File: src/tprm_pkg.sv
// package: register layout, field positions, codes and reset values for the timer pin route mux
package tprm_pkg;
    localparam int REG_W = 32;
    localparam int ADDR_W = 4;
    // byte offsets of the two route registers
    localparam logic [3:0] ROUTE_LOW_OFS = 4'h0;
    localparam logic [3:0] ROUTE_HIGH_OFS = 4'h4;
    localparam logic [31:0] ROUTE_LOW_RST = 32'h00000000;
    localparam logic [31:0] ROUTE_HIGH_RST = 32'h00000000;
    // writable bits; all others are reserved and read zero
    localparam logic [31:0] ROUTE_LOW_MASK = 32'h0000007C;
    localparam logic [31:0] ROUTE_HIGH_MASK = 32'h3F3C0000;
    localparam int CH0_IN_B_LSB = 4;
    localparam int CH0_OUT_A_LSB = 2;
    localparam int CH7_IN_B_LSB = 28;
    localparam int CH7_OUT_A_LSB = 26;
    localparam int CH7_IN_A_LSB = 24;
    localparam int CH6_IN_B_LSB = 20;
    localparam int CH6_OUT_A_LSB = 18;
    localparam logic [2:0] IN_B3_PIN1 = 3'h2;
    localparam logic [2:0] IN_B3_PIN2 = 3'h3;
    localparam logic [2:0] IN_B3_SUBCLK = 3'h6;
    localparam logic [2:0] IN_B3_TRIM = 3'h7;
    localparam logic [1:0] IN2_PIN1 = 2'h2;
    localparam logic [1:0] IN2_PIN2 = 2'h3;
    localparam logic [1:0] OUT_NONE = 2'h0;
    localparam logic [1:0] OUT_PIN0 = 2'h1;
    localparam logic [1:0] OUT_PIN1 = 2'h2;
    localparam logic [1:0] OUT_PIN2 = 2'h3;
    localparam int PINS = 3;
endpackage : tprm_pkg

File: src/tprm_if.sv
// interface: register port between software end and route mux end
`timescale 1ns/1ps
interface tprm_if;
    logic wr_en;
    logic [3:0] addr;
    logic [31:0] wdata;
    logic [31:0] rdata;
    logic dstby_rst;
    modport dev (input wr_en, input addr, input wdata, input dstby_rst, output rdata);
    modport sw (output wr_en, output addr, output wdata, output dstby_rst, input rdata);
endinterface : tprm_if

File: src/tprm_sel.sv
// module: one input select and optional output steer for a timer signal
`timescale 1ns/1ps
module tprm_sel (
    input wire logic [1:0] in_code, // input route code
    input wire logic [1:0] out_code, // output route code, 00 = none
    input wire logic [2:0] pin_in, // synchronised pin levels
    input wire logic tmr_out, // timer output level
    input wire logic odd_a, // odd channel a signal
    output logic tmr_in, // selected input
    output logic [2:0] pin_out, // pin drive levels
    output logic [2:0] pin_oe // pin output enables
);
    always_comb begin
        tmr_in = pin_in[0];
        pin_out = '0;
        pin_oe = '0;
        if (odd_a && out_code != tprm_pkg::OUT_NONE) begin
            tmr_in = 1'b0;
        end else if (in_code == tprm_pkg::IN2_PIN1) begin
            tmr_in = pin_in[1];
        end else if (in_code == tprm_pkg::IN2_PIN2) begin
            tmr_in = pin_in[2];
        end
        if (out_code == tprm_pkg::OUT_PIN0) begin
            pin_oe[0] = 1'b1;
            pin_out[0] = tmr_out;
        end else if (out_code == tprm_pkg::OUT_PIN1) begin
            pin_oe[1] = 1'b1;
            pin_out[1] = tmr_out;
        end else if (out_code == tprm_pkg::OUT_PIN2) begin
            pin_oe[2] = 1'b1;
            pin_out[2] = tmr_out;
        end
    end
endmodule : tprm_sel

File: src/tprm_dev.sv
// module: route mux device end, registers and pin routing
`timescale 1ns/1ps
module tprm_dev (
    input wire logic clock, // 40 MHz system clock
    input wire logic rst_b, // async reset, active low
    tprm_if.dev bus, // register port
    input wire logic [2:0] ch0_b_pin, // ch0 b pin choices
    input wire logic [2:0] ch6_b_pin, // ch6 b pin choices
    input wire logic [2:0] ch7_b_pin, // ch7 b pin choices
    input wire logic [2:0] ch7_a_pin, // ch7 a pin choices
    input wire logic sub_clock_output, // sub clock source
    input wire logic trim_clock, // divided fast oscillator clock
    input wire logic ch0_a_tmr, // ch0 timer a output
    input wire logic ch6_a_tmr, // ch6 timer a output
    input wire logic ch7_a_tmr, // ch7 timer a output
    output logic ch0_b_tmr_ff, // ch0 timer b input
    output logic ch6_b_tmr_ff, // ch6 timer b input
    output logic ch7_b_tmr_ff, // ch7 timer b input
    output logic ch7_a_tmr_ff, // ch7 timer a input
    output logic [2:0] ch0_a_pin_ff, // ch0 a pin levels
    output logic [2:0] ch0_a_oe_ff, // ch0 a pin enables
    output logic [2:0] ch6_a_pin_ff, // ch6 a pin levels
    output logic [2:0] ch6_a_oe_ff, // ch6 a pin enables
    output logic [2:0] ch7_a_pin_ff, // ch7 a pin levels
    output logic [2:0] ch7_a_oe_ff // ch7 a pin enables
);
    // ==========================================
    // registers
    logic [31:0] route_reg_low_ff;
    logic [31:0] route_reg_high_ff;
    logic [31:0] rdata_ff;
    // deep standby reset is ignored here on purpose: only rst_b clears the routes
    // writes to unmapped offsets match neither block and change nothing
    always_ff @(posedge clock or negedge rst_b) begin
        if (!rst_b) begin
            route_reg_low_ff <= tprm_pkg::ROUTE_LOW_RST;
        end else if (bus.wr_en && bus.addr == tprm_pkg::ROUTE_LOW_OFS) begin
            route_reg_low_ff <= bus.wdata & tprm_pkg::ROUTE_LOW_MASK;
        end
    end
    always_ff @(posedge clock or negedge rst_b) begin
        if (!rst_b) begin
            route_reg_high_ff <= tprm_pkg::ROUTE_HIGH_RST;
        end else if (bus.wr_en && bus.addr == tprm_pkg::ROUTE_HIGH_OFS) begin
            route_reg_high_ff <= bus.wdata & tprm_pkg::ROUTE_HIGH_MASK;
        end
    end
    // ==========================================
    // read back
    // unmapped offsets read zero
    always_ff @(posedge clock or negedge rst_b) begin
        if (!rst_b) begin
            rdata_ff <= '0;
        end else if (bus.addr == tprm_pkg::ROUTE_LOW_OFS) begin
            rdata_ff <= route_reg_low_ff;
        end else if (bus.addr == tprm_pkg::ROUTE_HIGH_OFS) begin
            rdata_ff <= route_reg_high_ff;
        end else begin
            rdata_ff <= '0;
        end
    end
    assign bus.rdata = rdata_ff;
    // ==========================================
    // pin synchronisers
    // trim clock is sampled like a pin, so its edges carry one cycle of jitter
    logic [13:0] raw_in;
    logic [13:0] sync1_ff;
    logic [13:0] sync2_ff;
    assign raw_in = {trim_clock, sub_clock_output, ch7_a_pin, ch7_b_pin, ch6_b_pin, ch0_b_pin};
    always_ff @(posedge clock or negedge rst_b) begin
        if (!rst_b) begin
            sync1_ff <= '0;
            sync2_ff <= '0;
        end else begin
            sync1_ff <= raw_in;
            sync2_ff <= sync1_ff;
        end
    end
    // ==========================================
    // routing
    logic [2:0] b0_code;
    logic nxt_ch0_b;
    logic nxt_ch6_b;
    logic nxt_ch7_b;
    logic nxt_ch7_a;
    logic [2:0] a0_pin;
    logic [2:0] a0_oe;
    logic [2:0] a6_pin;
    logic [2:0] a6_oe;
    logic [2:0] a7_pin;
    logic [2:0] a7_oe;
    assign b0_code = route_reg_low_ff[tprm_pkg::CH0_IN_B_LSB +: 3];
    // ==========================================
    // ch0 b select, the only three bit code
    // 100 and 101 give a quiet low rather than a stale pin
    always_comb begin
        nxt_ch0_b = sync2_ff[0];
        if (b0_code == tprm_pkg::IN_B3_PIN1) begin
            nxt_ch0_b = sync2_ff[1];
        end else if (b0_code == tprm_pkg::IN_B3_PIN2) begin
            nxt_ch0_b = sync2_ff[2];
        end else if (b0_code == tprm_pkg::IN_B3_SUBCLK) begin
            nxt_ch0_b = sync2_ff[12];
        end else if (b0_code == tprm_pkg::IN_B3_TRIM) begin
            nxt_ch0_b = sync2_ff[13];
        end else if (b0_code[2]) begin
            nxt_ch0_b = 1'b0;
        end
    end
    // ==========================================
    // channel 0, 6 and 7 selectors
    // b signals are input only, so output codes are tied off
    tprm_sel u_b6 (.in_code(route_reg_high_ff[tprm_pkg::CH6_IN_B_LSB +: 2]), .out_code(tprm_pkg::OUT_NONE),
        .pin_in(sync2_ff[5:3]), .tmr_out(1'b0), .odd_a(1'b0), .tmr_in(nxt_ch6_b), .pin_out(), .pin_oe());
    tprm_sel u_b7 (.in_code(route_reg_high_ff[tprm_pkg::CH7_IN_B_LSB +: 2]), .out_code(tprm_pkg::OUT_NONE),
        .pin_in(sync2_ff[8:6]), .tmr_out(1'b0), .odd_a(1'b0), .tmr_in(nxt_ch7_b), .pin_out(), .pin_oe());
    // ch7 a owns both fields; an output route wins over the input field
    tprm_sel u_a7 (.in_code(route_reg_high_ff[tprm_pkg::CH7_IN_A_LSB +: 2]),
        .out_code(route_reg_high_ff[tprm_pkg::CH7_OUT_A_LSB +: 2]), .pin_in(sync2_ff[11:9]), .tmr_out(ch7_a_tmr),
        .odd_a(1'b1), .tmr_in(nxt_ch7_a), .pin_out(a7_pin), .pin_oe(a7_oe));
    // even a signals are output only: input side unused
    tprm_sel u_a0 (.in_code(2'h0), .out_code(route_reg_low_ff[tprm_pkg::CH0_OUT_A_LSB +: 2]), .pin_in(3'h0),
        .tmr_out(ch0_a_tmr), .odd_a(1'b0), .tmr_in(), .pin_out(a0_pin), .pin_oe(a0_oe));
    tprm_sel u_a6 (.in_code(2'h0), .out_code(route_reg_high_ff[tprm_pkg::CH6_OUT_A_LSB +: 2]), .pin_in(3'h0),
        .tmr_out(ch6_a_tmr), .odd_a(1'b0), .tmr_in(), .pin_out(a6_pin), .pin_oe(a6_oe));
    // ==========================================
    // timer input flops
    // pin levels pass through regardless of direction setting, except ch7 a, which reads low while its output route is set
    always_ff @(posedge clock or negedge rst_b) begin
        if (!rst_b) begin
            ch0_b_tmr_ff <= 1'b0;
        end else begin
            ch0_b_tmr_ff <= nxt_ch0_b;
        end
    end
    always_ff @(posedge clock or negedge rst_b) begin
        if (!rst_b) begin
            ch6_b_tmr_ff <= 1'b0;
        end else begin
            ch6_b_tmr_ff <= nxt_ch6_b;
        end
    end
    always_ff @(posedge clock or negedge rst_b) begin
        if (!rst_b) begin
            ch7_b_tmr_ff <= 1'b0;
        end else begin
            ch7_b_tmr_ff <= nxt_ch7_b;
        end
    end
    always_ff @(posedge clock or negedge rst_b) begin
        if (!rst_b) begin
            ch7_a_tmr_ff <= 1'b0;
        end else begin
            ch7_a_tmr_ff <= nxt_ch7_a;
        end
    end
    // ==========================================
    // pin drive flops
    // enables follow the route field alone: the port direction setting has no say
    always_ff @(posedge clock or negedge rst_b) begin
        if (!rst_b) begin
            ch0_a_pin_ff <= '0;
            ch0_a_oe_ff <= '0;
        end else begin
            ch0_a_pin_ff <= a0_pin;
            ch0_a_oe_ff <= a0_oe;
        end
    end
    always_ff @(posedge clock or negedge rst_b) begin
        if (!rst_b) begin
            ch6_a_pin_ff <= '0;
            ch6_a_oe_ff <= '0;
        end else begin
            ch6_a_pin_ff <= a6_pin;
            ch6_a_oe_ff <= a6_oe;
        end
    end
    always_ff @(posedge clock or negedge rst_b) begin
        if (!rst_b) begin
            ch7_a_pin_ff <= '0;
            ch7_a_oe_ff <= '0;
        end else begin
            ch7_a_pin_ff <= a7_pin;
            ch7_a_oe_ff <= a7_oe;
        end
    end
endmodule : tprm_dev

File: src/flat_wrapper.sv
// flat-port wrapper written by rule: the top's interface ports become plain ports
module tprm_dev_flat 
  (clock, rst_b, ch0_b_pin, ch6_b_pin, ch7_b_pin, ch7_a_pin, sub_clock_output, trim_clock, ch0_a_tmr, ch6_a_tmr, ch7_a_tmr, ch0_b_tmr_ff, ch6_b_tmr_ff, ch7_b_tmr_ff, ch7_a_tmr_ff, ch0_a_pin_ff, ch0_a_oe_ff, ch6_a_pin_ff, ch6_a_oe_ff, ch7_a_pin_ff, ch7_a_oe_ff, bus_wr_en, bus_addr, bus_wdata, bus_dstby_rst, bus_rdata);
  tprm_if bus_i ();
  input wire logic clock;
  input wire logic rst_b;
  input wire logic [2:0] ch0_b_pin;
  input wire logic [2:0] ch6_b_pin;
  input wire logic [2:0] ch7_b_pin;
  input wire logic [2:0] ch7_a_pin;
  input wire logic sub_clock_output;
  input wire logic trim_clock;
  input wire logic ch0_a_tmr;
  input wire logic ch6_a_tmr;
  input wire logic ch7_a_tmr;
  output logic ch0_b_tmr_ff;
  output logic ch6_b_tmr_ff;
  output logic ch7_b_tmr_ff;
  output logic ch7_a_tmr_ff;
  output logic [2:0] ch0_a_pin_ff;
  output logic [2:0] ch0_a_oe_ff;
  output logic [2:0] ch6_a_pin_ff;
  output logic [2:0] ch6_a_oe_ff;
  output logic [2:0] ch7_a_pin_ff;
  output logic [2:0] ch7_a_oe_ff;
  input wire logic [$bits(bus_i.wr_en)-1:0] bus_wr_en;
  input wire logic [$bits(bus_i.addr)-1:0] bus_addr;
  input wire logic [$bits(bus_i.wdata)-1:0] bus_wdata;
  input wire logic [$bits(bus_i.dstby_rst)-1:0] bus_dstby_rst;
  output wire logic [$bits(bus_i.rdata)-1:0] bus_rdata;
  assign bus_i.wr_en = bus_wr_en;
  assign bus_i.addr = bus_addr;
  assign bus_i.wdata = bus_wdata;
  assign bus_i.dstby_rst = bus_dstby_rst;
  assign bus_rdata = bus_i.rdata;
  tprm_dev u_core (.clock(clock), .rst_b(rst_b), .bus(bus_i), .ch0_b_pin(ch0_b_pin), .ch6_b_pin(ch6_b_pin), .ch7_b_pin(ch7_b_pin), .ch7_a_pin(ch7_a_pin), .sub_clock_output(sub_clock_output), .trim_clock(trim_clock), .ch0_a_tmr(ch0_a_tmr), .ch6_a_tmr(ch6_a_tmr), .ch7_a_tmr(ch7_a_tmr), .ch0_b_tmr_ff(ch0_b_tmr_ff), .ch6_b_tmr_ff(ch6_b_tmr_ff), .ch7_b_tmr_ff(ch7_b_tmr_ff), .ch7_a_tmr_ff(ch7_a_tmr_ff), .ch0_a_pin_ff(ch0_a_pin_ff), .ch0_a_oe_ff(ch0_a_oe_ff), .ch6_a_pin_ff(ch6_a_pin_ff), .ch6_a_oe_ff(ch6_a_oe_ff), .ch7_a_pin_ff(ch7_a_pin_ff), .ch7_a_oe_ff(ch7_a_oe_ff));
endmodule
File: config.mk
export PLATFORM = sky130hd
export DESIGN_NAME = tprm_dev_flat
export DESIGN_NICKNAME = d
export VERILOG_FILES = /design/src/tprm_pkg.sv /design/src/tprm_if.sv /design/src/tprm_sel.sv /design/src/tprm_dev.sv /design/src/flat_wrapper.sv
export SDC_FILE = /design/constraint.sdc
export NUM_CORES = 1
export LEC_CHECK = 0
export BUFFER_PORTS_ARGS = -buffer_cell sky130_fd_sc_hd__buf_2
export CORE_MARGIN = 5
export CORE_UTILIZATION = 42
export DETAILED_ROUTE_END_ITERATION = 8
export PLACE_DENSITY_LB_ADDON = 0.05
export SYNTH_ARGS = -nofsm -noshare
export SYNTH_HDL_FRONTEND = slang
export SYNTH_SLANG_ARGS = --single-unit
File: constraint.sdc
create_clock -name clock -period 1.1 [get_ports clock]
set_input_delay 0.11 -clock clock [delete_from_list [all_inputs] [get_ports clock]]
set_output_delay 0.11 -clock clock [all_outputs]
set_load 0.05 [all_outputs]
# Word-level counts from Yosys, hierarchy flattened
# Cells that the tools add are included.
[totals]
reg_bits = 97
in_bits = 57
[op_classes]
n_eq_ne = 20
n_mux = 44
n_reduce_logical = 4
[ops]
columns = ["cell", "count"]
rows = [
  ["$mux W30", 2],
  ["$mux W1", 36],
  ["$eq A2 B2 Y1 const B", 12],
  ["$mux W2", 6],
  ["$eq A2 B1 Y1 const B", 3],
  ["$eq A3 B2 Y1 const B", 2],
  ["$eq A3 B3 Y1 const B", 2],
  ["$eq A4 B3 Y1 const B", 1],
  ["$logic_not A4 Y1", 1],
  ["$logic_and A1 B1 Y1", 2],
  ["$reduce_bool A2 Y1", 1],
]

# Longest topological paths before layout
# Gate-level depths: netlist (run 1).
[depth]
word_depth = 5
ltp_mapped = 3

# Hierarchy
# Synthesis (run 1) repeated with hierarchy kept, for this count alone.
[unflattened]
hier_cells = 192
hier_area_um2 = 2906.5
[modules_own_cells]
columns = ["module", "instances", "cells_per_inst", "area_each_um2", "seq_area_each_um2"]
rows = [
  ["tprm_dev", 1, 142, 2543.7, 2001.9],
  ["tprm_sel", 5, 10, 72.6, 0.0],
]

# Worst setup path after synthesis (run 1)
# No wires, ideal clock.
[synth_path]
path_type = "input to register"
startpoint = "input port bus_addr[1]"
endpoint = "register u_core.route_reg_low_ff[2]"
arrival_time_ps = 899
required_time_ps = 975
slack_ps = 76
cell_stages = 3
path_buffers = 0
cell_sequence = "nor4_4 > nand2_4 > mux2_4"
[synth_between]
elab_chain_len = 2
[synth_lines]
columns = ["item", "line", "rtl"]
rows = [
  ["from (decl)", "flat_wrapper.sv:27", "input wire logic [$bits(bus_i.addr)-1:0] bus_addr;"],
  ["$logic_not A4 Y1", "tprm_dev.sv:37", "end else if (bus.wr_en && bus.addr == tprm_pkg::ROUTE_LOW_OFS) begin"],
  ["$logic_and A1 B1 Y1", "tprm_dev.sv:37", ""],
  ["to (signal assigned)", "tprm_dev.sv:36", "route_reg_low_ff <= tprm_pkg::ROUTE_LOW_RST;"],
  ["to (signal assigned)", "tprm_dev.sv:38", "route_reg_low_ff <= bus.wdata & tprm_pkg::ROUTE_LOW_MASK;"],
  ["to (decl)", "tprm_dev.sv:29", "logic [31:0] route_reg_low_ff;"],
]
# No other way between the ends.
# A chain may end at the register's enable or synchronous reset.

# Final worst setup path (run 1)
[layout_path]
startpoint = "register u_core.rdata_ff[28], in the netlist u_core.bus.rdata[28]"
endpoint = "output port bus_rdata[28]"
[layout_lines]
columns = ["item", "line", "rtl"]
rows = [
  ["from (decl)", "tprm_dev.sv:31", "logic [31:0] rdata_ff;"],
  ["from (signal assigned)", "tprm_dev.sv:55", "rdata_ff <= route_reg_low_ff;"],
  ["from (signal assigned)", "tprm_dev.sv:57", "rdata_ff <= route_reg_high_ff;"],
  ["to (decl)", "flat_wrapper.sv:30", "output wire logic [$bits(bus_i.rdata)-1:0] bus_rdata;"],
]
# No word-level cell between the ends.

==> results of run 1 <==
[sequential cells by signal, indices dropped and copies added, names as in the netlist]
name / count
u_core.route_reg_high_ff: 10
u_core.ch7_b_tmr_ff: 1
u_core.ch0_a_pin_ff: 3
u_core.bus.rdata: 15
u_core.ch7_a_pin_ff: 3
u_core.route_reg_low_ff: 5
u_core.sync2_ff: 14
u_core.ch6_a_pin_ff: 3
u_core.ch6_a_oe_ff: 3
u_core.ch7_a_oe_ff: 3
u_core.ch0_a_oe_ff: 3
u_core.ch7_a_tmr_ff: 1
u_core.ch0_b_tmr_ff: 1
u_core.ch6_b_tmr_ff: 1
u_core.sync1_ff: 14
[worst max path at each step]
stage                                   startpoint                                  endpoint  cells past startpoint
detailed placement                     bus_addr[1]  u_core.route_reg_high_ff[19]$_DFFE_PN0P_                      4
global route        u_core.bus.rdata[28]$_DFF_PN0_                             bus_rdata[28]                      1
global placement                       bus_addr[1]  u_core.route_reg_high_ff[27]$_DFFE_PN0P_                      4
floorplan                              bus_addr[1]    u_core.route_reg_low_ff[2]$_DFFE_PN0P_                      3
CTS                 u_core.bus.rdata[28]$_DFF_PN0_                             bus_rdata[28]                      1
finish              u_core.bus.rdata[28]$_DFF_PN0_                             bus_rdata[28]                      1
[placed cells by master, fill, tap and decap left out]
| master | netlist | routed |
|---|---|---|
| a2111oi_2 | 0 | 1 |
| a211oi_1 | 1 | 1 |
| a21oi_1 | 3 | 3 |
| a221oi_1 | 1 | 1 |
| and2_1 | 17 | 17 |
| and2_2 | 5 | 5 |
| and3_1 | 3 | 3 |
| buf_12 | 0 | 2 |
| buf_2 | 0 | 73 |
| buf_4 | 17 | 3 |
| bufinv_16 | 0 | 1 |
| clkbuf_1 | 1 | 3 |
| clkbuf_4 | 0 | 1 |
| clkbuf_8 | 0 | 9 |
| clkinv_2 | 0 | 3 |
| conb_1 | 1 | 17 |
| dfrtp_1 | 80 | 80 |
| dlygate4sd3_1 | 0 | 25 |
| inv_1 | 1 | 1 |
| mux2_2 | 10 | 10 |
| mux2_4 | 5 | 5 |
| mux2i_1 | 4 | 4 |
| nand2_1 | 2 | 2 |
| nand2_2 | 1 | 1 |
| nand2_4 | 1 | 1 |
| nor2_1 | 5 | 5 |
| nor2b_1 | 7 | 7 |
| nor4_4 | 1 | 1 |
| nor4b_4 | 1 | 1 |
[per-layer routing]
layer | GRT usage [%] | up-vias | share of wire, %
met5 | 0 | - | 0
met4 | 6.70 | 0 | 1.3
met3 | 4.09 | 5 | 7.7
met2 | 18.2 | 58 | 49
met1 | 15.4 | 731 | 42
li1 | - | 737 | -
[logic make-up (layout without fill, tap and decap cells)]
| logic type | Yosys count | count (layout) | synth area share (%) |
|---|---|---|---|
| buffers and inverters | 19 | 121 | 5.00 |
| flip-flops | 80 | 80 | 74.0 |
| AND/OR/NAND/NOR | 43 | 43 | 10.9 |
| multiplexers | 19 | 19 | 8.42 |
| AO/OA/AOI/OAI | 6 | 6 | 1.48 |
| other | 1 | 17 | 0.139 |
[cell type report]
class	instances	share of cell area, %
Clock buffer	12	3.75
Clock inverter	4	1.25
Inverter	1	0.104
Multi-Input combinational cell	85	17.6
Sequential cell	80	55.6
Tap cell	77	2.68
Timing Repair Buffer	104	19.0
[per-stage QoR]
stage / utilization, % / TNS (ns) / cell area [sq um]
after floorplan: - / 0 / 2760
after global placement: 50.1 / -1.72 / 3160
after detailed placement: 50.1 / -1.86 / 3160
after CTS: 56.9 / 0 / 3590
after global routing: 57.0 / 0 / 3600
final: 57.0 / 0 / 3600
[power groups by stage]
stage / Combinational, mW / Clock, mW / Sequential, mW
5_1_grt: 1.53 / 2.18 / 3.54
3_5_place_dp: 1.38 / 0 / 3.54
2_1_floorplan: 0.475 / 0 / 4.08
4_1_cts: 1.45 / 2.07 / 3.48
3_3_place_gp: 1.37 / 0 / 3.53
6_report: 1.44 / 1.98 / 3.48
[synthesized netlist by cell type, types with 2 or more instances]
library cell,instances,area share (%)
a21oi_1,3,0.56
and2_1,17,3.9
and2_2,5,1.4
and3_1,3,0.69
buf_4,17,4.7
dfrtp_1,80,74
mux2_2,10,4.2
mux2_4,5,2.8
mux2i_1,4,1.5
nand2_1,2,0.28
nor2_1,5,0.69
nor2b_1,7,1.6
[what timing repair did]
item,CTS,global route
resized for setup,0,3
endpoints found under the hold margin,105,0
setup endpoints to repair,0,2
hold buffers,25,0
==> impl_results.md, run 1 <==
- Tcrit/Tclk final: 94.3%
- Via Count: 1531
- CTS root buffer: clkbuf_8
- Max-cap viol count: 0
- Hold Slack: 0.0212 ns
- Post-synthesis instance total: 168
- Fillers: 551
- Critical-path cell list: buf_2
- Fraction of layout cells with a size suffix above 1: 40.9%
- Register-to-Register Path Depth: 2
- Most used DFF post-synth: dfrtp_1
- DR pass1 iterations: 3
- I/O Pins: 111
- Status: completed
- Post-layout minimum cycle time: 1.04 ns
- Leak: 1.89 nW
- Seq cells post-synth: 80
- R2R Path End: u_core.ch7_a_tmr_ff$_DFF_PN0_
- CP delay by family, top: flip-flops
- DRT antenna net count: 0
- Row cnt: 29
- Port bufs: 75
- Final setup viols: 0
- TritonCTS clock tree: built
- Placed Cells: 322
- Largest net degree at the start of global routing: 32
- Fmax: 0.965 GHz
- Number of buffers and inverters on the critical path: 1
- Max Slew Vio Count: 0
- Worst Path Required: 0.99 ns
- Clk_lat worst skew: 0.33 ns
- Max incr delay on CP: 0.34 ns
- Gate power share: 20.9%
- Clock power share: 28.7%
- CP max stage cell: dfrtp_1
- Post-Layout Cell Count: 363
- Final global-route overflow total: 0
- Vias in the first global route: 1563
- Data arrival, critical path: 0.93 ns
- Post-synth ARST share: 100%
- Sequential Area: 2000 sq um
- Post-synth EDFFs: 0
- WL/cell: 12.9 um
- Sink of the worst hold path: u_core.route_reg_low_ff[5]$_DFFE_PN0P_
- Synth cell types: 22
- RSZ-0062 raised after global routing: false
- Worst hold stages: 2
- R2R Setup Slk: 0.08 ns
- Net switching power: 2.12 mW
- Pre-CTS WS: -0.158 ns
- Crit path kind: reg2out
- Clock H-tree levels: 3
- Clock skew: 0.00730 ns
- Synthesized area: 2700 sq um
- Power density over cell area: 1920 nW/um^2
- Net count, final: 338
- GR Util All Layers: 12.1%
- # DRC: 0
- Final hold viol count: 0
- Ys Warns: 0
- Net Sw Frac: 30.7%
- Die Span Y: 90.2 um
- Vias per cell: 4.22
- Total CTS buffers: 9
- Core Area: 6310 sq um
- ANT cells: 0
- Initial Util: 42.8%
- Mapped Avg Cell Area: 16.1 sq um
- Initial antenna violation count: 0
- First-pass GRT wire length: 7820 um
- Startpoint Class: register
- Die X: 90.2 um
- CTS max path bufs: 2
- Design Power: 6.91 mW
- Multi-input gate area in the final layout: 633 sq um
- Internal power: 4.79 mW
- Total die area: 8140 sq um
- # Post-CTS Setup Buffers: 0
- Clock sinks: 80
- GP Congestion: 0.686
- Peak supply drop: 1.04 mV
- Post-DP HPWL: 3170 um
- Final WL: 4690 um
- Final WS setup: 0.0632 ns
- Hold path startpoint: bus_wdata[5]
- Critical Path End Type: primary output
- Clock-pin slew on the worst setup and hold paths: 0.07 ns
- Critical Path Fanout Max: 1
- Initial DRC Count: 25
- Sequential Power Share: 50.4%
- Post-synthesis sequential area ratio: 74.0%
- RR Startpoint: u_core.route_reg_high_ff[24]$_DFFE_PN0P_
- Area grow syn2layout: 33.2%
- Hold Path Class: in2reg
Note: power is estimated with default switching activity, not from simulation.
==> run 2: changes to the inputs <==
==> constraint.sdc (replaced) <==
create_clock -name clock -period 1.02 [get_ports clock]
set_input_delay 0.102 -clock clock [delete_from_list [all_inputs] [get_ports clock]]
set_output_delay 0.102 -clock clock [all_outputs]
set_load 0.05 [all_outputs]
==> run 2 against run 1 <==
Non-clock buffer count grew 8. Sequential cell count is the same. Die area is the same. Clock power grew 13%. Worst hold slack gained 0.17 ns. Sequential share of layout area shrank 4.1 points. Cell count grew 1.9%. Sequential power grew 9.5%.
==> impl_results.md, run 2 (synthesis results as in run 1) <==
- Status: completed (unchanged)
- I/O Pins: 111 (unchanged)
- Sequential Power Share: 48.7% (was 50.4%)
- Setup_tns: 0 ns (unchanged)
- TritonCTS clock tree: built (unchanged)
- Leak: 1.96 nW (was 1.89 nW)
- Data arrival, critical path: 0.91 ns (was 0.93 ns)
- Area grow syn2layout: 43.9% (was 33.2%)
- Net Sw Frac: 30.5% (was 30.7%)
- Crit path depth: 1 (unchanged)
- Vias in the first global route: 1620 (was 1563)
- Hold Path Class: in2reg (unchanged)
- Post-Layout Inst Area: 3890 sq um (was 3600 sq um)
- GP Congestion: 0.677 (was 0.686)
- Placement Cell Area: 3140 sq um (was 3160 sq um)
- Critical Path Fanout Max: 1 (unchanged)
- WL/cell: 12.9 um (about the same)
- CP delay by family, top: flip-flops (unchanged)
- CP Launch Point: u_core.bus.rdata[20]$_DFF_PN0_ (was u_core.bus.rdata[28]$_DFF_PN0_)
- Power density over cell area: 2010 nW/um^2 (was 1920 nW/um^2)
- Net switching power: 2.38 mW (was 2.12 mW)
- Die Span Y: 90.2 um (unchanged)
- Initial Util: 42.8% (unchanged)
- Via Count: 1561 (was 1531)
- Port bufs: 75 (unchanged)
- RR Startpoint: u_core.route_reg_high_ff[24]$_DFFE_PN0P_ (unchanged)
- First-pass GRT wire length: 8050 um (was 7820 um)
- Hold Slack: 0.187 ns (was 0.0212 ns)
- Clock-pin slew on the worst setup and hold paths: 0.08 ns (was 0.07 ns)
- Vias per cell: 4.22 (about the same)
- Clock power share: 28.5% (was 28.7%)
- Fraction of layout cells with a size suffix above 1: 41.3% (was 40.9%)
- Clock skew: 0.00442 ns (was 0.00730 ns)
- Gate power share: 22.8% (was 20.9%)
- Die X: 90.2 um (unchanged)
- Register-to-Register Path Depth: 2 (unchanged)
- Initial DRC Count: 35 (was 25)
- Final setup viols: 0 (unchanged)
- Peak supply drop: 0.985 mV (was 1.04 mV)
- Critical-path cell list: buf_6 (was buf_2)
- Final hold viol count: 0 (unchanged)
- Fmax: 0.983 GHz
- Total CTS buffers: 9 (unchanged)
- Most frequent cells in the layout: dfrtp_1 (79), buf_2 (37), dlygate4sd3_1 (33), buf_6 (31) (was dfrtp_1 (80), buf_2 (73), dlygate4sd3_1 (25), and2_1 (17), conb_1 (17))
- Max incr delay on CP: 0.41 ns (was 0.34 ns)
- Clock H-tree levels: 3 (unchanged)
- # DRC: 0 (unchanged)
- Clk_lat worst skew: 0.34 ns (was 0.33 ns)
- Tcrit/Tclk final: 99.7%
- Largest net degree at the start of global routing: 81 (was 32)
- GR Util All Layers: 12.7% (was 12.1%)
- RSZ-0062 raised after global routing: true (was false)
- Total die area: 8140 sq um (unchanged)
- Hold path startpoint: bus_wr_en (was bus_wdata[5])
- Startpoint Class: register (unchanged)
- Critical Path End Type: primary output (unchanged)
- R2R Setup Slk: 0.05 ns (was 0.08 ns)
- Max Slew Vio Count: 0 (unchanged)
- Core Area: 6310 sq um (unchanged)
- CTS root buffer: clkbuf_8 (unchanged)
- Worst Path Required: 0.92 ns (was 0.99 ns)
- DRT antenna net count: 0 (unchanged)
- Number of buffers and inverters on the critical path: 1 (unchanged)
- Clock sinks: 80 (unchanged)
- Internal power: 5.43 mW (was 4.79 mW)
- Final global-route overflow total: 0 (unchanged)
- Post-DP HPWL: 3090 um (was 3170 um)
- Row cnt: 29 (unchanged)
- Crit path kind: reg2out (unchanged)
- Sink of the worst hold path: u_core.route_reg_low_ff[6]$_DFFE_PN0P_ (was u_core.route_reg_low_ff[5]$_DFFE_PN0P_)
- Commonest non-fill, non-tap cell in the layout: dfrtp_1 (unchanged)
- Initial antenna violation count: 0 (unchanged)
- Final WL: 4770 um (was 4690 um)
- ANT cells: 0 (unchanged)
- CP max stage cell: dfrtp_1 (unchanged)
- Net count, final: 346 (was 338)
- Max reg flops: 15 (unchanged)
- R2R Path End: u_core.ch7_a_tmr_ff$_DFF_PN0_ (unchanged)
- Max-cap viol count: 0 (unchanged)
- DR pass1 iterations: 4 (was 3)
- Worst hold stages: 3 (was 2)
- CTS max path bufs: 2 (unchanged)
- Post-layout minimum cycle time: 1.02 ns
## run 2: cell type report
class / instances / area, sq um
Clock buffer: 11 / 141
Clock inverter: 4 / 45.0
Fill cell: 495 / 2420
Inverter: 1 / 3.75
Multi-Input combinational cell: 85 / 642
Sequential cell: 80 / 2000
Tap cell: 77 / 96.3
Timing Repair Buffer: 112 / 960
## run 2: worst max path at each step
stage	to
after floorplan	u_core.route_reg_low_ff[2]$_DFFE_PN0P_
final	bus_rdata[20]
after global routing	bus_rdata[20]
after global placement	u_core.route_reg_high_ff[27]$_DFFE_PN0P_
after detailed placement	u_core.route_reg_high_ff[20]$_DFFE_PN0P_
after CTS	bus_rdata[20]
## run 2: power groups by stage
| stage | Combinational [mW] | Clock, mW | Sequential [mW] |
|---|---|---|---|
| final | 1.78 | 2.23 | 3.81 |
| after global placement | 1.46 | 0 | 3.81 |
| after global routing | 1.89 | 2.42 | 3.86 |
| after CTS | 1.71 | 2.29 | 3.78 |
| after floorplan | 0.512 | 0 | 4.40 |
| after detailed placement | 1.48 | 0 | 3.82 |
## run 2: repair_timing
item / 4_1_cts / 5_1_grt
endpoints found under the setup margin: 38 / 28
pin swaps: 1 / 2
hold buffers: 33 / 0
resized for setup: 51 / 22
setup buffers: 0 / 1
endpoints found under the hold margin: 115 / 0
## run 2: through the flow
step / total power, mW / util [%] / worst slack, ns / cells
global route: 8.17 / 61.6 / -0.0339 / 370
floorplan: 4.91 / - / 0.00385 / 184
global placement: 5.27 / 49.8 / -0.218 / 321
finish: 7.81 / 61.6 / 0.00314 / 370
detailed placement: 5.30 / 49.8 / -0.235 / 321
CTS: 7.78 / 60.2 / -0.0136 / 369
## run 2: metal layers
| layer | vias to the layer above | share of wire [%] | track usage, % |
|---|---|---|---|
| met3 | 10 | 7.7 | 3.92 |
| met4 | 0 | 2.0 | 7.44 |
| met2 | 63 | 48 | 19.7 |
| li1 | 756 | - | - |
| met5 | - | 0 | 0 |
| met1 | 732 | 43 | 15.6 |
==> run 3: changes to the inputs <==
--- a/config.mk
+++ b/config.mk
@@ -5,6 +5,7 @@
 export SDC_FILE = /design/constraint.sdc
 export NUM_CORES = 1
 export LEC_CHECK = 0
+export ABC_AREA = 1
 export BUFFER_PORTS_ARGS = -buffer_cell sky130_fd_sc_hd__buf_2
 export CORE_MARGIN = 5
 export CORE_UTILIZATION = 42
==> run 3 against run 2 <==
Cell area shrank 1.1%. Routed wire length grew 12%. Combinational power shrank 6%. Clock power shrank 5%.
==> impl_results.md, run 3 <==
- Status: completed (unchanged)
- Initial antenna violation count: 0 (unchanged)
- Core Area: 6350 sq um (was 6310 sq um)
- Total CTS buffers: 9 (unchanged)
- Post-synth EDFFs: 0 (unchanged)
- Hold path startpoint: bus_wdata[3] (was bus_wr_en)
- RR Startpoint: u_core.route_reg_high_ff[26]$_DFFE_PN0P_ (was u_core.route_reg_high_ff[24]$_DFFE_PN0P_)
- Final hold viol count: 0 (unchanged)
- Post-synth ARST share: 100% (unchanged)
- First-pass GRT wire length: 9100 um (was 8050 um)
- Vias in the first global route: 1911 (was 1620)
- Initial Util: 43.3% (was 42.8%)
- Clock-pin slew on the worst setup and hold paths: 0.09 ns (was 0.08 ns)
- Mapped Avg Cell Area: 11.7 sq um (was 16.1 sq um)
- Initial DRC Count: 78 (was 35)
- CTS root buffer: clkbuf_8 (unchanged)
- Power density over cell area: 1940 nW/um^2 (was 2010 nW/um^2)
- Die Span Y: 90.9 um (was 90.2 um)
- # Post-CTS Setup Buffers: 0 (unchanged)
- Most frequent cells after synthesis: dfrtp_1 (80), nand2_1 (43), nor2_1 (30) (was dfrtp_1 (80), and2_1 (17), buf_4 (17))
- CTS max path bufs: 2 (unchanged)
- Leak: 2.02 nW (was 1.96 nW)
- Most frequent cells in the layout: dfrtp_1 (80), nand2_1 (43), buf_2 (37), buf_6 (37), nor2_1 (30) (was dfrtp_1 (79), buf_2 (37), dlygate4sd3_1 (33), buf_6 (31))
- Fraction of layout cells with a size suffix above 1: 30.6% (was 41.3%)
- # DRC: 0 (unchanged)
- Synth cell types: 17 (was 22)
- Row cnt: 29 (unchanged)
- Worst Path Required: 0.92 ns (about the same)
- Data arrival, critical path: 0.89 ns (was 0.91 ns)
- Final setup viols: 0 (unchanged)
- Port bufs: 75 (unchanged)
- Synthesized area: 2750 sq um (was 2700 sq um)
- Post-layout minimum cycle time: 0.993 ns (was 1.02 ns)
- Commonest non-fill, non-tap cell in the layout: dfrtp_1 (unchanged)
- GR Util All Layers: 13.7% (was 12.7%)
- Yosys top cell area share: 72.9% (was 74.0%)
- Worst hold stages: 3 (unchanged)
- Post-synthesis sequential area ratio: 72.9% (was 74.0%)
- WL/cell: 12.5 um (was 12.9 um)
- Critical Path End Type: primary output (unchanged)
- Number of buffers and inverters on the critical path: 1 (unchanged)
- Dominant cell by count in the synthesized netlist: dfrtp_1 (unchanged)
- Net count, final: 402 (was 346)
- Peak supply drop: 0.981 mV (was 0.985 mV)
- Final WL: 5330 um (was 4770 um)
- Clock H-tree levels: 3 (unchanged)
- Max-cap viol count: 0 (unchanged)
- Finished Core Util: 60.6% (was 61.6%)
- Fmax: 1.01 GHz (was 0.983 GHz)
- Max reg flops: 15 (unchanged)
- I/O Pins: 111 (unchanged)
- Ys Warns: 0 (unchanged)
- Setup_tns: 0 ns (unchanged)
- Hold Slack: 0.0120 ns (was 0.187 ns)
- TritonCTS clock tree: built (unchanged)
- Final global-route overflow total: 0 (unchanged)
- DR pass1 iterations: 4 (unchanged)
- Crit path kind: reg2out (unchanged)
- Total die area: 8260 sq um (was 8140 sq um)
- Max incr delay on CP: 0.40 ns (was 0.41 ns)
- RSZ-0062 raised after global routing: true (unchanged)
- Seq cells post-synth: 80 (unchanged)
- Die X: 90.9 um (was 90.2 um)
- Register-to-Register Path Depth: 3 (was 2)
- Clk_lat worst skew: 0.35 ns (was 0.34 ns)
- Post-Layout Inst Area: 3850 sq um (was 3890 sq um)
- Critical Path Fanout Max: 1 (unchanged)
- Tcrit/Tclk final: 97.4% (was 99.7%)
- Placement Cell Area: 3240 sq um (was 3140 sq um)
- Sink of the worst hold path: u_core.route_reg_low_ff[3]$_DFFE_PN0P_ (was u_core.route_reg_low_ff[6]$_DFFE_PN0P_)
- Via Count: 1822 (was 1561)
- Synth area leaders: dfrtp_1 (73%), nand2_1 (5.9%), buf_4 (4.9%) (was dfrtp_1 (74%), buf_4 (4.7%), mux2_2 (4.2%))
- Startpoint Class: register (unchanged)
- R2R Path End: u_core.ch7_a_tmr_ff$_DFF_PN0_ (unchanged)
- R2R Setup Slk: 0.16 ns (was 0.05 ns)
- Clock skew: 0.00742 ns (was 0.00442 ns)
- Clock sinks: 80 (unchanged)
- GP Congestion: 0.734 (was 0.677)
- Post-synthesis instance total: 234 (was 168)
- Largest net degree at the start of global routing: 25 (was 81)
- Area grow syn2layout: 40.1% (was 43.9%)
- Critical-path cell list: buf_6 (unchanged)
- CP max stage cell: dfrtp_1 (unchanged)
- DRT antenna net count: 0 (unchanged)
- ANT cells: 0 (unchanged)
- Most used DFF post-synth: dfrtp_1 (unchanged)
- Post-DP HPWL: 3700 um (was 3090 um)
- Hold Path Class: in2reg (unchanged)
- Synth area leader: dfrtp_1 (unchanged)
- Max Slew Vio Count: 0 (unchanged)
- CP delay by family, top: flip-flops (unchanged)
- Vias per cell: 4.27 (was 4.22)
- Fillers: 540 (was 495)
-- run 3: cell type report --
cell class	instances	area (sq um)	share of cell area, %
flip-flops and latches	80	2000	52.0
repair buffers	105	922	24.0
multi-input cells	126	562	14.6
clock buffers	9	124	3.22
well taps	77	96.3	2.50
inverters	23	86.3	2.24
clock inverters	7	56.3	1.46
-- run 3: logic make-up after synthesis --
| logic type | count (synthesis) | share of synthesized area [%] |
|---|---|---|
| DFF | 80 | 72.9 |
| AOI/OAI and AO/OA | 7 | 1.28 |
| buffers and inverters | 44 | 8.84 |
| and+or+nand+nor | 102 | 16.9 |
| other | 1 | 0.137 |
-- run 3: repair_timing --
action	CTS	global route
endpoints found under the setup margin	37	32
gates resized for setup	48	26
gates cloned	0	0
hold buffers	20	0
hold endpoints to repair	99	0
-- run 3: layer usage --
| layer | global-route usage [%] | wire, um |
|---|---|---|
| met1 | 18.2 | 2380 |
| met2 | 21.3 | 2510 |
| met3 | 4.33 | 387 |
| met4 | 4.77 | 47 |
| met5 | 0 | 0 |
-- run 3: worst max-delay path by stage --
stage	slack (ns)	startpoint	cells after the start	endpoint
4_1_cts	0.00007	u_core.ch7_a_tmr_ff$_DFF_PN0_	1	ch7_a_tmr_ff
3_5_place_dp	0.04	bus_addr[2]	6	u_core.route_reg_high_ff[28]$_DFFE_PN0P_
2_1_floorplan	0.27	u_core.route_reg_low_ff[6]$_DFFE_PN0P_	4	u_core.ch0_b_tmr_ff$_DFF_PN0_
6_report	0.03	u_core.bus.rdata[6]$_DFF_PN0_	1	bus_rdata[6]
5_1_grt	-0.03	u_core.bus.rdata[20]$_DFF_PN0_	1	bus_rdata[20]
3_3_place_gp	0.07	bus_addr[2]	6	u_core.route_reg_high_ff[26]$_DFFE_PN0P_
-- run 3: through the flow --
stage	setup slack, ns	power, mW	std cells
final	0.0267	7.46	427
after global routing	-0.0259	7.89	427
after CTS	0.0000671	7.47	427
after detailed placement	0.0413	5.16	391
after global placement	0.0664	5.14	391
after floorplan	0.269	4.75	250
-- run 3: power breakdown --
group / switching [mW] / internal, mW / total, mW
Clock: 1.20 / 0.903 / 2.11
Combinational: 1.10 / 0.574 / 1.67
Sequential: 0.193 / 3.49 / 3.68
Total: 2.50 / 4.97 / 7.46
